===== src/logic/tmw_defines.svh =====
// Register offsets, reset values and field positions for the timer watchdog unit.
`ifndef TMW_DEFINES_SVH
`define TMW_DEFINES_SVH
`define TMW_ADDR_EXT_IRQ_VECTOR_REG 8'hF6
`define TMW_ADDR_FLAG 8'hF2
`define TMW_ADDR_CNTH 8'hF8
`define TMW_ADDR_CNTL 8'hF9
`define TMW_ADDR_PRE 8'hFA
`define TMW_ADDR_CTRL 8'hFB
`define TMW_ADDR_WAIT 8'hFC
`define TMW_RST_CNT 16'hFFFF
`define TMW_RST_PRE 8'hFF
`define TMW_RST_CTRL 8'h12
`define TMW_RST_WAIT 8'h7F
`define TMW_RST_EXT_IRQ_VECTOR_REG 8'h06
`define TMW_KEY_ARM 8'hAA
`define TMW_KEY_FIRE 8'h55
`define TMW_CTRL_RUN 7
`define TMW_CTRL_SINGLE 6
`define TMW_CTRL_MODE_HI 5
`define TMW_CTRL_MODE_LO 4
`define TMW_CTRL_INPUT_SECTION_ENABLE 3
`define TMW_CTRL_OUTPUT_MODE_BIT 2
`define TMW_CTRL_WRITE_OUT_BIT 1
`define TMW_CTRL_OUTPUT_ENABLE_BIT 0
`define TMW_WAIT_GEN_N 6
`define TMW_EXT_IRQ_VECTOR_REG_TLS 2
`define TMW_EXT_IRQ_VECTOR_REG_A0S 1
`define TMW_FLAG_GRES 6
`define TMW_CLK_DIV 2'h3
`endif


===== src/logic/tmw_pkg.sv =====
// Types shared by the timer watchdog unit.
package tmw_pkg;
  typedef enum logic [1:0] {
    TMW_IN_EVENT = 2'h0,
    TMW_IN_GATED = 2'h1,
    TMW_IN_TRIG = 2'h2,
    TMW_IN_RETRIG = 2'h3
  } tmw_in_mode_t;
  typedef enum logic [2:0] {
    TMW_ST_IDLE = 3'b001,
    TMW_ST_ARMED = 3'b010,
    TMW_ST_COUNT = 3'b100
  } tmw_state_t;
endpackage


===== src/logic/tmw_timer_watchdog_unit.sv =====
// Timer watchdog unit: 16-bit down counter, prescaler, input modes, output pin and watchdog.
`timescale 1ns/1ps
`include "tmw_defines.svh"
module tmw_timer_watchdog_unit import tmw_pkg::*; (
  input wire logic i_clk_sys,
  input wire logic i_rst,
  input wire logic i_ext_rst,
  input wire logic i_reg_wr,
  input wire logic i_reg_rd,
  input wire logic [7:0] i_reg_addr,
  input wire logic [7:0] i_reg_wdata,
  input wire logic i_event_input_pin,
  input wire logic i_guard_strap_pin,
  input wire logic i_halt_req,
  output logic [7:0] o_reg_rdata,
  output logic o_timer_output_pin,
  output logic o_irq_channel_a0,
  output logic o_irq_top_level,
  output logic o_sys_reset,
  output logic o_guard_mode
);

  // Overview of operation.
  // The counter is sixteen bits wide and counts down, fed by a source pulse through an eight-bit prescaler.
  // The source pulse is the core clock divided by four, taken from a free-running two-bit divider.
  // With the input section enabled, the event pin selects or qualifies that pulse according to the input mode.
  // Event mode uses each falling edge of the pin as the source pulse instead of the divider.
  // Gated mode passes the divider pulse only while the pin is high, so the count holds while it is low.
  // Triggerable and event modes park in an armed state until the first falling edge after run is set.
  // Retriggerable mode reloads the constant on every falling edge seen while the run bit is set.
  // Edges seen while the run bit is clear are dropped, so a stopped timer never restarts by itself.
  // The prescaler counts source pulses down from its value, so a value of n divides by n plus one.
  // A step of the counter while it already holds zero is the end of count.
  // At end of count the counter reloads from the stored constant and the prescaler restarts.
  // In single mode the end of count also clears the run bit; continuous mode keeps counting.
  // Writes to the counter bytes change only the stored constant, never the live count.
  // A constant written while stopped is loaded when counting restarts, so a stale count is not resumed.
  // A constant written while running waits for the next end of count, where the reload path takes it.
  // The prescaler value is written straight into the prescaler count as well, so it acts at once.
  // The output pin is high while disabled, so other functions sharing the pin can still pull it low.
  // Square wave mode toggles the pin at every end of count, giving half the end-of-count rate.
  // Pulse width mode copies the write-out bit to the pin at every end of count and holds it there.
  // Software shapes the pulse width by changing the write-out bit between two ends of count.
  // The timer interrupt goes to channel A0 or to the top level according to the two select bits.
  // When both selects pick the timer, only channel A0 is raised, to avoid a double request.
  // Watchdog mode is entered by the strap at an external reset or by clearing the enable bit.
  // Once entered by software it cannot be left, since setting the enable bit again is never taken.
  // With the strap low the constant is pinned to all ones, and the enable bit has no effect.
  // In watchdog mode the run, single and input mode bits are ignored and counting is continuous.
  // Counter writes are refused there; only the prescaler may still change.
  // The key pair written to the low counter byte reloads the counter and restarts the count.
  // Any other write to the low byte disarms the key, so no other low-byte write may come between the pair.
  // An end of count in watchdog mode raises the system reset pulse and sets the reset flag.
  // The reset flag survives the system reset it causes and is cleared only by an external reset.
  // The halt request is not used at all, because the watchdog must keep counting through a halt.
  // Limitation: the event pin is taken as synchronous; an asynchronous source needs a synchroniser outside.
  // Limitation: the output pin keeps toggling in watchdog mode if enabled, which carries no meaning there.
  // Every output comes straight from a flip-flop, so the far side never sees decode glitches.

  // Register state.
  // Each register below is written by exactly one clocked process.
  // Next values ending in _d come from the combinational processes further down.
  logic [15:0] const_q, const_d;
  logic [15:0] cnt_q, cnt_d;
  logic const_new_q, const_new_d;
  logic [7:0] pre_q;
  logic [7:0] pre_cnt_q, pre_cnt_d;
  logic [1:0] div_q;
  logic [7:0] ctrl_q, ctrl_d;
  logic gen_n_q;
  logic [2:1] ext_irq_vector_reg_q;
  logic gres_q;
  logic hw_guard_q;
  logic guard_q; // Registered copy of the watchdog mode for the output.
  logic pin_q;
  logic key_armed_q;
  logic out_q;
  logic irq_a0_q, irq_tl_q, sys_rst_q;
  logic [7:0] rdata_q;
  tmw_state_t st_q, st_d;

  // Decode of the register bus.
  function automatic logic hit(input logic [7:0] a, input logic [7:0] off);
    hit = (a == off);
  endfunction
  wire logic wr_cnth = i_reg_wr && hit(i_reg_addr, `TMW_ADDR_CNTH);
  wire logic wr_cntl = i_reg_wr && hit(i_reg_addr, `TMW_ADDR_CNTL);
  wire logic wr_pre = i_reg_wr && hit(i_reg_addr, `TMW_ADDR_PRE);
  wire logic wr_ctrl = i_reg_wr && hit(i_reg_addr, `TMW_ADDR_CTRL);
  wire logic wr_wait = i_reg_wr && hit(i_reg_addr, `TMW_ADDR_WAIT);
  wire logic wr_ext_irq_vector_reg = i_reg_wr && hit(i_reg_addr, `TMW_ADDR_EXT_IRQ_VECTOR_REG);

  // Next values of the two watchdog enables, shared by the enables and by the registered mode output.
  wire logic hw_guard_d = i_ext_rst ? !i_guard_strap_pin : hw_guard_q;
  wire logic gen_n_d = (wr_wait && !i_reg_wdata[`TMW_WAIT_GEN_N]) ? 1'b0 : gen_n_q;

  // Mode decode; the strap wins over the software enable bit.
  wire logic guard = hw_guard_q || !gen_n_q;
  wire logic run = ctrl_q[`TMW_CTRL_RUN];
  wire tmw_in_mode_t mode = tmw_in_mode_t'(ctrl_q[`TMW_CTRL_MODE_HI:`TMW_CTRL_MODE_LO]);
  wire logic input_section_enable = ctrl_q[`TMW_CTRL_INPUT_SECTION_ENABLE] && !guard;
  wire logic fall = pin_q && !i_event_input_pin;
  wire logic tick4 = (div_q == `TMW_CLK_DIV);
  wire logic pre_done = (pre_cnt_q == 8'h00);

  // Counting is allowed when running (or in watchdog, which ignores the run bit).
  wire logic active = guard || run;
  // Count-source pulse before the prescaler.
  // Triggerable and retriggerable modes use the divider; their start conditions live in the state machine.
  wire logic src_tick = guard ? tick4 :
                        !input_section_enable ? tick4 :
                        (mode == TMW_IN_EVENT) ? fall :
                        (mode == TMW_IN_GATED) ? (tick4 && i_event_input_pin) :
                        tick4;
  wire logic counting = active && (st_q == TMW_ST_COUNT);
  wire logic cnt_step = counting && src_tick && pre_done;
  wire logic eoc = cnt_step && (cnt_q == 16'h0000);
  wire logic refresh = wr_cntl && key_armed_q && (i_reg_wdata == `TMW_KEY_FIRE) && guard;
  wire logic retrig = !guard && input_section_enable && (mode == TMW_IN_RETRIG) && run && fall;

  // Start/arm state: triggerable and event modes wait for the first falling edge.
  // The armed state keeps an edge that came before the run bit from starting the count.
  // Watchdog mode bypasses arming, since it must count no matter how the timer was left.
  always_comb begin
    st_d = st_q;
    case (st_q)
      TMW_ST_IDLE: begin
        if (guard) begin
          st_d = TMW_ST_COUNT;
        end else if (run) begin
          st_d = (input_section_enable && (mode == TMW_IN_TRIG || mode == TMW_IN_EVENT)) ? TMW_ST_ARMED : TMW_ST_COUNT;
        end
      end
      TMW_ST_ARMED: begin
        if (guard) begin
          st_d = TMW_ST_COUNT;
        end else if (!run) begin
          st_d = TMW_ST_IDLE;
        end else if (fall) begin
          st_d = TMW_ST_COUNT;
        end
      end
      TMW_ST_COUNT: begin
        if (!active) begin
          st_d = TMW_ST_IDLE;
        end
      end
      default: st_d = TMW_ST_IDLE;
    endcase
  end

  // Counter, prescaler and reload constant next values.
  // Priority: a reload (key, retrigger or end of count) beats everything else in the same cycle except a prescaler write, which still sets the prescaler count.
  // A stopped counter holds its value; a pending constant is taken when counting restarts.
  // The pending flag is cleared by any reload, so a constant is never applied twice.
  // Constant writes are refused in watchdog mode, so a runaway program cannot stretch the timeout.
  always_comb begin
    const_d = const_q;
    const_new_d = const_new_q;
    if (!guard && !hw_guard_q) begin
      if (wr_cnth) begin
        const_d[15:8] = i_reg_wdata;
        const_new_d = 1'b1;
      end
      if (wr_cntl) begin
        const_d[7:0] = i_reg_wdata;
        const_new_d = 1'b1;
      end
    end
    cnt_d = cnt_q;
    pre_cnt_d = pre_cnt_q;
    if (refresh || retrig || eoc) begin
      cnt_d = const_q;
      pre_cnt_d = pre_q;
      const_new_d = 1'b0;
    end else if (!active && st_d == TMW_ST_COUNT) begin
      cnt_d = cnt_q;
    end else if (st_q == TMW_ST_IDLE && st_d != TMW_ST_IDLE && const_new_q) begin
      cnt_d = const_q;
      const_new_d = 1'b0;
    end else if (counting && src_tick) begin
      pre_cnt_d = pre_done ? pre_q : pre_cnt_q - 8'h01;
      if (pre_done) begin
        cnt_d = cnt_q - 16'h0001;
      end
    end
  end

  // Control register: software write, then single-mode end of count clears run.
  always_comb begin
    ctrl_d = ctrl_q;
    if (wr_ctrl) begin
      ctrl_d = i_reg_wdata;
    end
    if (eoc && !guard && ctrl_q[`TMW_CTRL_SINGLE]) begin
      ctrl_d[`TMW_CTRL_RUN] = 1'b0;
    end
  end

  // Read mux; unmapped addresses read as zero.
  // Bits of shared registers that belong to other blocks also read as zero here.
  wire logic [7:0] rd_mux =
    hit(i_reg_addr, `TMW_ADDR_CNTH) ? cnt_q[15:8] :
    hit(i_reg_addr, `TMW_ADDR_CNTL) ? cnt_q[7:0] :
    hit(i_reg_addr, `TMW_ADDR_PRE) ? pre_q :
    hit(i_reg_addr, `TMW_ADDR_CTRL) ? ctrl_q :
    hit(i_reg_addr, `TMW_ADDR_WAIT) ? {1'b0, gen_n_q, 6'h00} :
    hit(i_reg_addr, `TMW_ADDR_EXT_IRQ_VECTOR_REG) ? {5'h00, ext_irq_vector_reg_q, 1'b0} :
    hit(i_reg_addr, `TMW_ADDR_FLAG) ? {1'b0, gres_q, 6'h00} : 8'h00;

  // Output pin level for the current end of count.
  // While enabled, the pin only moves at an end of count, so software may change the write-out bit at any time.
  wire logic out_d = !ctrl_q[`TMW_CTRL_OUTPUT_ENABLE_BIT] ? 1'b1 :
                     !eoc ? out_q :
                     ctrl_q[`TMW_CTRL_OUTPUT_MODE_BIT] ? ctrl_q[`TMW_CTRL_WRITE_OUT_BIT] :
                     !out_q;

  // Strap capture only on external reset; soft and watchdog resets leave it.
  always_ff @(posedge i_clk_sys or posedge i_rst) begin
    if (i_rst) begin
      hw_guard_q <= 1'b0;
    end else begin
      hw_guard_q <= hw_guard_d;
    end
  end

  // Registered copy of the mode, built from next values so that it never lags the internal mode.
  always_ff @(posedge i_clk_sys or posedge i_rst) begin
    if (i_rst) begin
      guard_q <= 1'b0;
    end else begin
      guard_q <= hw_guard_d || !gen_n_d;
    end
  end

  // Main registers. The halt request is deliberately not used: the watchdog keeps running.
  always_ff @(posedge i_clk_sys or posedge i_rst) begin
    if (i_rst) begin
      const_q <= `TMW_RST_CNT;
      const_new_q <= 1'b0;
      cnt_q <= `TMW_RST_CNT;
      pre_q <= `TMW_RST_PRE;
      pre_cnt_q <= `TMW_RST_PRE;
      div_q <= 2'h0;
      ctrl_q <= `TMW_RST_CTRL;
      st_q <= TMW_ST_IDLE;
      pin_q <= 1'b1;
      out_q <= 1'b1;
      rdata_q <= 8'h00;
    end else begin
      const_q <= hw_guard_q ? `TMW_RST_CNT : const_d;
      const_new_q <= const_new_d;
      cnt_q <= cnt_d;
      pre_q <= wr_pre ? i_reg_wdata : pre_q;
      pre_cnt_q <= wr_pre ? i_reg_wdata : pre_cnt_d;
      div_q <= div_q + 2'h1;
      ctrl_q <= ctrl_d;
      st_q <= st_d;
      pin_q <= i_event_input_pin;
      out_q <= out_d;
      rdata_q <= i_reg_rd ? rd_mux : rdata_q;
    end
  end

  // Watchdog enable, key, interrupt routing and reset flag.
  // Interrupts are one-cycle pulses; the top level is raised only when channel A0 is not taking the timer.
  // The reset flag set wins over a clear in the same cycle, so a watchdog reset is never lost.
  always_ff @(posedge i_clk_sys or posedge i_rst) begin
    if (i_rst) begin
      gen_n_q <= 1'b1;
      ext_irq_vector_reg_q <= 2'(`TMW_RST_EXT_IRQ_VECTOR_REG >> 1);
      key_armed_q <= 1'b0;
      irq_a0_q <= 1'b0;
      irq_tl_q <= 1'b0;
      sys_rst_q <= 1'b0;
      gres_q <= 1'b0;
    end else begin
      gen_n_q <= gen_n_d;
      ext_irq_vector_reg_q <= wr_ext_irq_vector_reg ? i_reg_wdata[`TMW_EXT_IRQ_VECTOR_REG_TLS:`TMW_EXT_IRQ_VECTOR_REG_A0S] : ext_irq_vector_reg_q;
      key_armed_q <= wr_cntl ? (i_reg_wdata == `TMW_KEY_ARM) : key_armed_q;
      irq_a0_q <= eoc && !guard && !ext_irq_vector_reg_q[`TMW_EXT_IRQ_VECTOR_REG_A0S];
      irq_tl_q <= eoc && !guard && !ext_irq_vector_reg_q[`TMW_EXT_IRQ_VECTOR_REG_TLS] && ext_irq_vector_reg_q[`TMW_EXT_IRQ_VECTOR_REG_A0S];
      sys_rst_q <= eoc && guard;
      gres_q <= (eoc && guard) ? 1'b1 : (i_ext_rst ? 1'b0 : gres_q);
    end
  end

  assign o_reg_rdata = rdata_q;
  assign o_timer_output_pin = out_q;
  assign o_irq_channel_a0 = irq_a0_q;
  assign o_irq_top_level = irq_tl_q;
  assign o_sys_reset = sys_rst_q;
  assign o_guard_mode = guard_q;

endmodule // tmw_timer_watchdog_unit


===== config.mk =====
export PLATFORM = sky130hd
export DESIGN_NAME = tmw_timer_watchdog_unit
export DESIGN_NICKNAME = d
export VERILOG_FILES = /design/src/logic/tmw_pkg.sv /design/src/logic/tmw_timer_watchdog_unit.sv
export VERILOG_INCLUDE_DIRS = /design/src /design/src/logic
export SDC_FILE = /design/constraint.sdc
export NUM_CORES = 1
export LEC_CHECK = 0
export ABC_CLOCK_PERIOD_IN_PS = 2450
export BUFFER_PORTS_ARGS = -buffer_cell sky130_fd_sc_hd__buf_4
export CORE_MARGIN = 4
export CORE_UTILIZATION = 54
export CTS_CLUSTER_SIZE = 16
export DETAILED_ROUTE_END_ITERATION = 8
export GPL_ROUTABILITY_DRIVEN = 0
export GPL_TIMING_DRIVEN = 0
export PLACE_DENSITY = 0.87
export SYNTH_ARGS = -nofsm -noshare
export SYNTH_HDL_FRONTEND = slang
export SYNTH_SLANG_ARGS = --single-unit

===== constraint.sdc =====
create_clock -name i_clk_sys -period 2.45 [get_ports i_clk_sys]
set_input_delay 0.245 -clock i_clk_sys [delete_from_list [all_inputs] [get_ports i_clk_sys]]
set_output_delay 0.245 -clock i_clk_sys [all_outputs]
set_load 0.01 [all_outputs]

# After elaboration in Yosys (flattened, before gate mapping)
# Index checks and enable logic that the tools add are counted.
[totals]
reg_bits = 82
latch_bits = 0
mem_bits_rw = 0
mem_bits_ro = 0
out_inout_bits = 13
mem_count = 0
[op_classes]
add_sub_neg = 3
multipliers = 0
div_mod_pow = 0
order_cmp = 0
n_eq_ne = 22
shift = 0
n_mux = 49
bitwise_logic = 0
n_reduce_logical = 64
[op_table]
columns = ["operator", "count"]
rows = [
  ["2-to-1 mux 16 bit", 7],
  ["2-to-1 mux 8 bit", 13],
  ["== test 8 bit (second input constant)", 8],
  ["logical AND 1 bit", 32],
  ["2-to-1 mux 3 bit", 7],
  ["2-to-1 mux 7 bit", 3],
  ["2-to-1 mux 1 bit", 18],
  ["logical NOT 16 bit", 1],
  ["subtractor 16 x 1 -> 16 bit (second input constant)", 1],
  ["logical NOT 1 bit", 11],
  ["nonzero test 2 bit", 5],
  ["one-hot mux 3 bit (3 select lines)", 1],
  ["nonzero test 3 bit", 3],
  ["== test 8 x 7 -> 1 bit (second input constant)", 1],
  ["logical NOT 8 bit", 1],
  ["subtractor 8 x 1 -> 8 bit (second input constant)", 1],
  ["== test 2 bit (second input constant)", 3],
  ["== test 3 bit (second input constant)", 2],
  ["logical OR 1 bit", 6],
  ["inequality test 3 bit (second input constant)", 2],
  ["AND reduction 3 bit", 2],
  ["AND reduction 2 bit", 2],
  ["== test 3 x 1 -> 1 bit (second input constant)", 1],
  ["== test 3 x 2 -> 1 bit (second input constant)", 1],
  ["6 further kinds", 6],
]

# Logic depth before layout (Yosys ltp)
[depth]
word_depth = 16
ltp_mapped = 9

# Worst setup path after synthesis
# OpenSTA, ideal clock, no wires.
[synth_timing]
path_type = "reg2reg"
start = "reg gen_n_q"
end = "reg cnt_q[15]"
arrival_time_ns = 2.240
t_required_ns = 2.389
setup_slack_ns = 0.149
stages_incl_launch_ff = 9
synth_period_minus_slack_ns = 2.301
cell_sequence = "dfstp_2 -> buf_4 -> nand4bb_1 -> or3_4 -> a2111o_1 -> and3_4 -> buf_6 -> a41oi_1 -> o22a_1"
[synth_between]
elab_chain_cells = 15
elab_cells_between_ends = 38
classes_between = "eq/ne (3); mux (11); reduce/logical (24)"
[synth_rtl]
columns = ["item", "line", "text"]
rows = [
  ["start: declaration", "tmw_timer_watchdog_unit.sv:70", "logic gen_n_q;"],
  ["start signal: assignment", "tmw_timer_watchdog_unit.sv:278", "gen_n_q <= gen_n_d;"],
  ["logical NOT 1 bit *", "tmw_timer_watchdog_unit.sv:98", "wire logic guard = hw_guard_q || !gen_n_q;"],
  ["logical OR 1 bit *", "tmw_timer_watchdog_unit.sv:98", ""],
  ["logical NOT 1 bit", "tmw_timer_watchdog_unit.sv:101, tmw_timer_watchdog_unit.sv:119", ""],
  ["logical AND 1 bit", "tmw_timer_watchdog_unit.sv:101", "wire logic input_section_enable = ctrl_q[`TMW_CTRL_INPUT_SECTION_ENABLE] && !guard;"],
  ["logical AND 1 bit", "tmw_timer_watchdog_unit.sv:131", "st_d = (input_section_enable && (mode == TMW_IN_TRIG || mode == TMW_IN_EVENT)) ? TMW_ST_ARMED : TMW_ST_COUNT;"],
  ["2-to-1 mux 3 bit", "tmw_timer_watchdog_unit.sv:131", ""],
  ["2-to-1 mux 3 bit", "tmw_timer_watchdog_unit.sv:130", "end else if (run) begin"],
  ["2-to-1 mux 3 bit", "tmw_timer_watchdog_unit.sv:128", "if (guard) begin"],
  ["one-hot mux 3 bit (3 select lines)", "tmw_timer_watchdog_unit.sv:126", "case (st_q)"],
  ["inequality test 3 x 1 -> 1 bit", "tmw_timer_watchdog_unit.sv:178", "end else if (st_q == TMW_ST_IDLE && st_d != TMW_ST_IDLE && const_new_q) begin"],
  ["logical AND 1 bit (2 in a row)", "tmw_timer_watchdog_unit.sv:178", ""],
  ["2-to-1 mux 16 bit", "tmw_timer_watchdog_unit.sv:178", ""],
  ["2-to-1 mux 16 bit", "tmw_timer_watchdog_unit.sv:176", "end else if (!active && st_d == TMW_ST_COUNT) begin"],
  ["2-to-1 mux 16 bit", "tmw_timer_watchdog_unit.sv:172", "if (refresh || retrig || eoc) begin"],
  ["end signal: assignment", "tmw_timer_watchdog_unit.sv:241", "cnt_q <= `TMW_RST_CNT;"],
  ["end signal: assignment", "tmw_timer_watchdog_unit.sv:253", "cnt_q <= cnt_d;"],
  ["end: declaration", "tmw_timer_watchdog_unit.sv:64", "logic [15:0] cnt_q, cnt_d;"],
]
# Mark *: on every way between the ends. The rest lies on a longest branch, timed or not. The select of a mux whose other input is x is not followed.
# A chain may end at the register's enable or synchronous reset.

# Worst setup path in the final report
[layout_timing]
start = "reg gen_n_q"
end = "reg cnt_q[6]"
# Same word-level chain as after synthesis.

==> metrics.csv <==
stage,metric,value,unit
yosys,count of different cell masters after synthesis,59,
global_route,vias in the first global route,4008,
timing,achievable frequency,417,MHz
timing,Rel. slew slack,0.601,
yosys,"Seq/Total Area, Yosys",0.473,
die,DIE AREA,0.00983,mm2
yosys,Synth Instances,475,
final_layout,diode count,0,
setup_path,nature of the critical path startpoint,flop,
yosys,Yosys top cell by area,dfstp_2,
clock_network,clk_lat worst skew,0.37,ns
clock_network,Sink Count,82,
yosys,top_reg_cell synth,dfstp_2,
die,Rows,32,
clock_network,clock buffer depth,2,
final_layout,layout cells sized above 1,0.291,
timing,setup ws final,0.0526,ns
final_layout,"commonest non-fill, non-tap cell in the layout",dfstp_2,
clock_network,CTS H-tree lvls,3,
global_route,Overflow after GRT,0,
yosys,"FFs w/ async S/R, synth",1.00,
final_layout,most frequent cells in the layout,"56 x dfstp_2, 47 x nand2_1, 41 x o21ai_0, 41 x buf_4",
detailed_routing,total number of vias,4158,
die,num ports,37,
timing,unrepaired setup endpoints after global routing,yes,
detailed_routing,ANT nets after route,0,
yosys,Seq cells post-synth,82,
global_route,Total GRT Usage,0.262,
yosys,Mapped Area,0.00449,mm2
timing,post-route clock period utilization,0.979,
yosys,Synth Warn #,0,
final_layout,layout overhead on the synthesized area,18.3,%
detailed_routing,drt pass-1 iters,5,
global_route,antenna violations before repair,0,
die,Die X,99.2,um
timing,minimum clock period,2.40,ns
clock_network,cts bufs inserted,9,
detailed_routing,vias per cell,6.56,
global_route,first-pass GRT wire length,20.3,mm
timing,final slew viol count,0,
power_and_ir_drop,VDD IR-drop max,0.000371,V
clock_network,"Clk pin slew, worst setup/hold paths",0.09,ns
timing,final clock skew,0.0156,ns
yosys,"EDFF count, synth",0,
detailed_routing,Starting DRT DRC Count,352,
placement,IO Port Bufs,34,
clock_network,root buffer cell,clkbuf_8,
status,status,"complete, no violations",
placement,DP Wirelength,8.75,mm
power_and_ir_drop,leakage power total,2.18,nW
clock_network,CTS tree,yes,
timing,final setup vio count,0,
yosys,top cell type's share of synthesized area,0.328,
final_layout,fill count,547,
detailed_routing,Post-route DRC,0,
placement,Setup WS pre-CTS,-0.227,ns
setup_path,crit path kind,reg -> reg,
yosys,Syn Area/Cell,9.45,um2
setup_path,Worst Path Required,2.74,ns
setup_path,type of element capturing the critical path,flop,
setup_path,worst-path fanout max,10,
final_layout,Final Net Count,554,
detailed_routing,Total Wirelength,12.6,mm
detailed_routing,Routed WL per cell,19.9,um
timing,final setup TNS,0,ns
power_and_ir_drop,pwr/cell area,640,mW/mm2
die,initial core utilization,0.569,
yosys,Post-Syn Nets,502,
timing,Worst-Margin Slew,0.596,ns
timing,Worst Hold Slack,0.114,ns
timing,final hold violations,0,
job,# Max-Cap Violations,0,
yosys,largest cells by area after synthesis,"dfstp_2 33%, dfrtp_1 14%, o21ai_0 4.7%, mux2i_1 4.2%, nand2_1 4.0%",
hold_path,min-delay worst type,in -> reg,
power_and_ir_drop,Power Total,0.00340,W
die,DIE HEIGHT,99.2,um
setup_path,CP arrival,2.69,ns
die,total core area,0.00789,mm2
global_route,largest net degree at the start of global routing,46,
-- through the flow --
| step | utilization | cell area (um2) | instances |
|---|---|---|---|
| finish | 0.673 | 5310 | 634 |
| global route | 0.673 | 5310 | 634 |
| CTS | 0.664 | 5240 | 633 |
| detailed placement | 0.620 | 4890 | 612 |
| global placement | 0.618 | 4870 | 611 |
| floorplan | - | 4490 | 475 |
-- state kept, by name, indices dropped and copies added, names as in the netlist --
name                  flops
o_irq_channel_a0          1
const_new_q               1
o_reg_rdata               8
o_timer_output_pin        1
key_armed_q               1
hw_guard_q                1
const_q                  16
o_guard_mode              1
pin_q                     1
st_q                      3
ext_irq_vector_reg_q      2
ctrl_q                    8
pre_q                     8
gres_q                    1
pre_cnt_q                 8
gen_n_q                   1
cnt_q                    16
o_irq_top_level           1
div_q                     2
o_sys_reset               1
-- worst max-delay path, cell delays in order, from the launching register on --
cell	delay [ns]
dfstp_2	0.57
or3b_2	0.51
nand3_2	0.18
a211oi_4	0.08
nor3_4	0.53
buf_2	0.35
o22ai_1	0.11
-- Yosys cell counts (4+ instances only) --
master / number
dfstp_2: 56
nand2_1: 48
o21ai_0: 42
inv_1: 34
nor2_1: 33
dfrtp_1: 26
mux2i_1: 19
nor3_1: 18
a211o_1: 16
a21oi_1: 16
nor2b_1: 15
a31oi_1: 13
o22ai_1: 10
clkbuf_1: 9
o211ai_1: 9
o2bb2ai_1: 9
buf_2: 8
mux2_2: 8
nor4_1: 7
nand2b_1: 6
nand3_1: 6
nand4_1: 6
and2_1: 5
or3_1: 5
xor2_1: 4
-- final cells by class --
type	count	area, um2	share of cell area
flip-flops and latches	82	2120	0.400
multi-input cells	338	2240	0.422
repair buffers	43	340	0.0641
plain buffers	19	105	0.0198
inverters	34	130	0.0245
clock buffers	11	141	0.0266
clock inverters	5	103	0.0193
well taps	102	128	0.0240
-- metal layers --
layer | routed length (um) | vias up | global-route usage
met4 | 618 | 0 | 0.142
met2 | 5860 | 251 | 0.404
met5 | 0 | - | 0
li1 | - | 1829 | -
met3 | 1120 | 57 | 0.0470
met1 | 5010 | 2021 | 0.351
-- cell families (layout without fill, tap and decap cells) --
family	Yosys count	after routing	synth area share
fa+ha+maj	3	3	0.00836
mux	27	27	0.0624
simple gates	168	168	0.195
compound gates	134	134	0.197
flops	82	82	0.473
xor+xnor	6	6	0.0117
buf+inv	55	112	0.0524
-- repair_timing --
action / CTS / global route
setup buffers: 5 / 1
gates resized for setup: 12 / 13
endpoints found under the hold margin: 9 / 0
hold buffers: 2 / 0
pin swaps: 4 / 3
endpoints found under the setup margin: 24 / 21
-- path summary, 6_finish.rpt --
| kind | startpoint | cells after the start | end | slack [ns] |
|---|---|---|---|---|
| worst max-delay path | gen_n_q | 6 | cnt_q[6] | 0.05 |
| worst min-delay path | i_ext_rst | 2 | gres_q | 0.11 |
| worst max register to register | gen_n_q | 6 | cnt_q[6] | 0.05 |
| worst min register to register | div_q[0] | 1 | div_q[0] | 0.43 |
| max in group asynchronous | i_rst | 4 | pre_q[4] | 1.31 |
| min in group asynchronous | i_rst | 3 | o_reg_rdata[4] | 0.45 |
-- where the power goes --
part	switching, W	leakage, nW	internal [W]
clock	0.000504	0.120	0.000704
combinational	0.000290	1.14	0.000257
sequential	0.000130	0.929	0.00151
No activity file was read; power rests on OpenSTA's default activity.
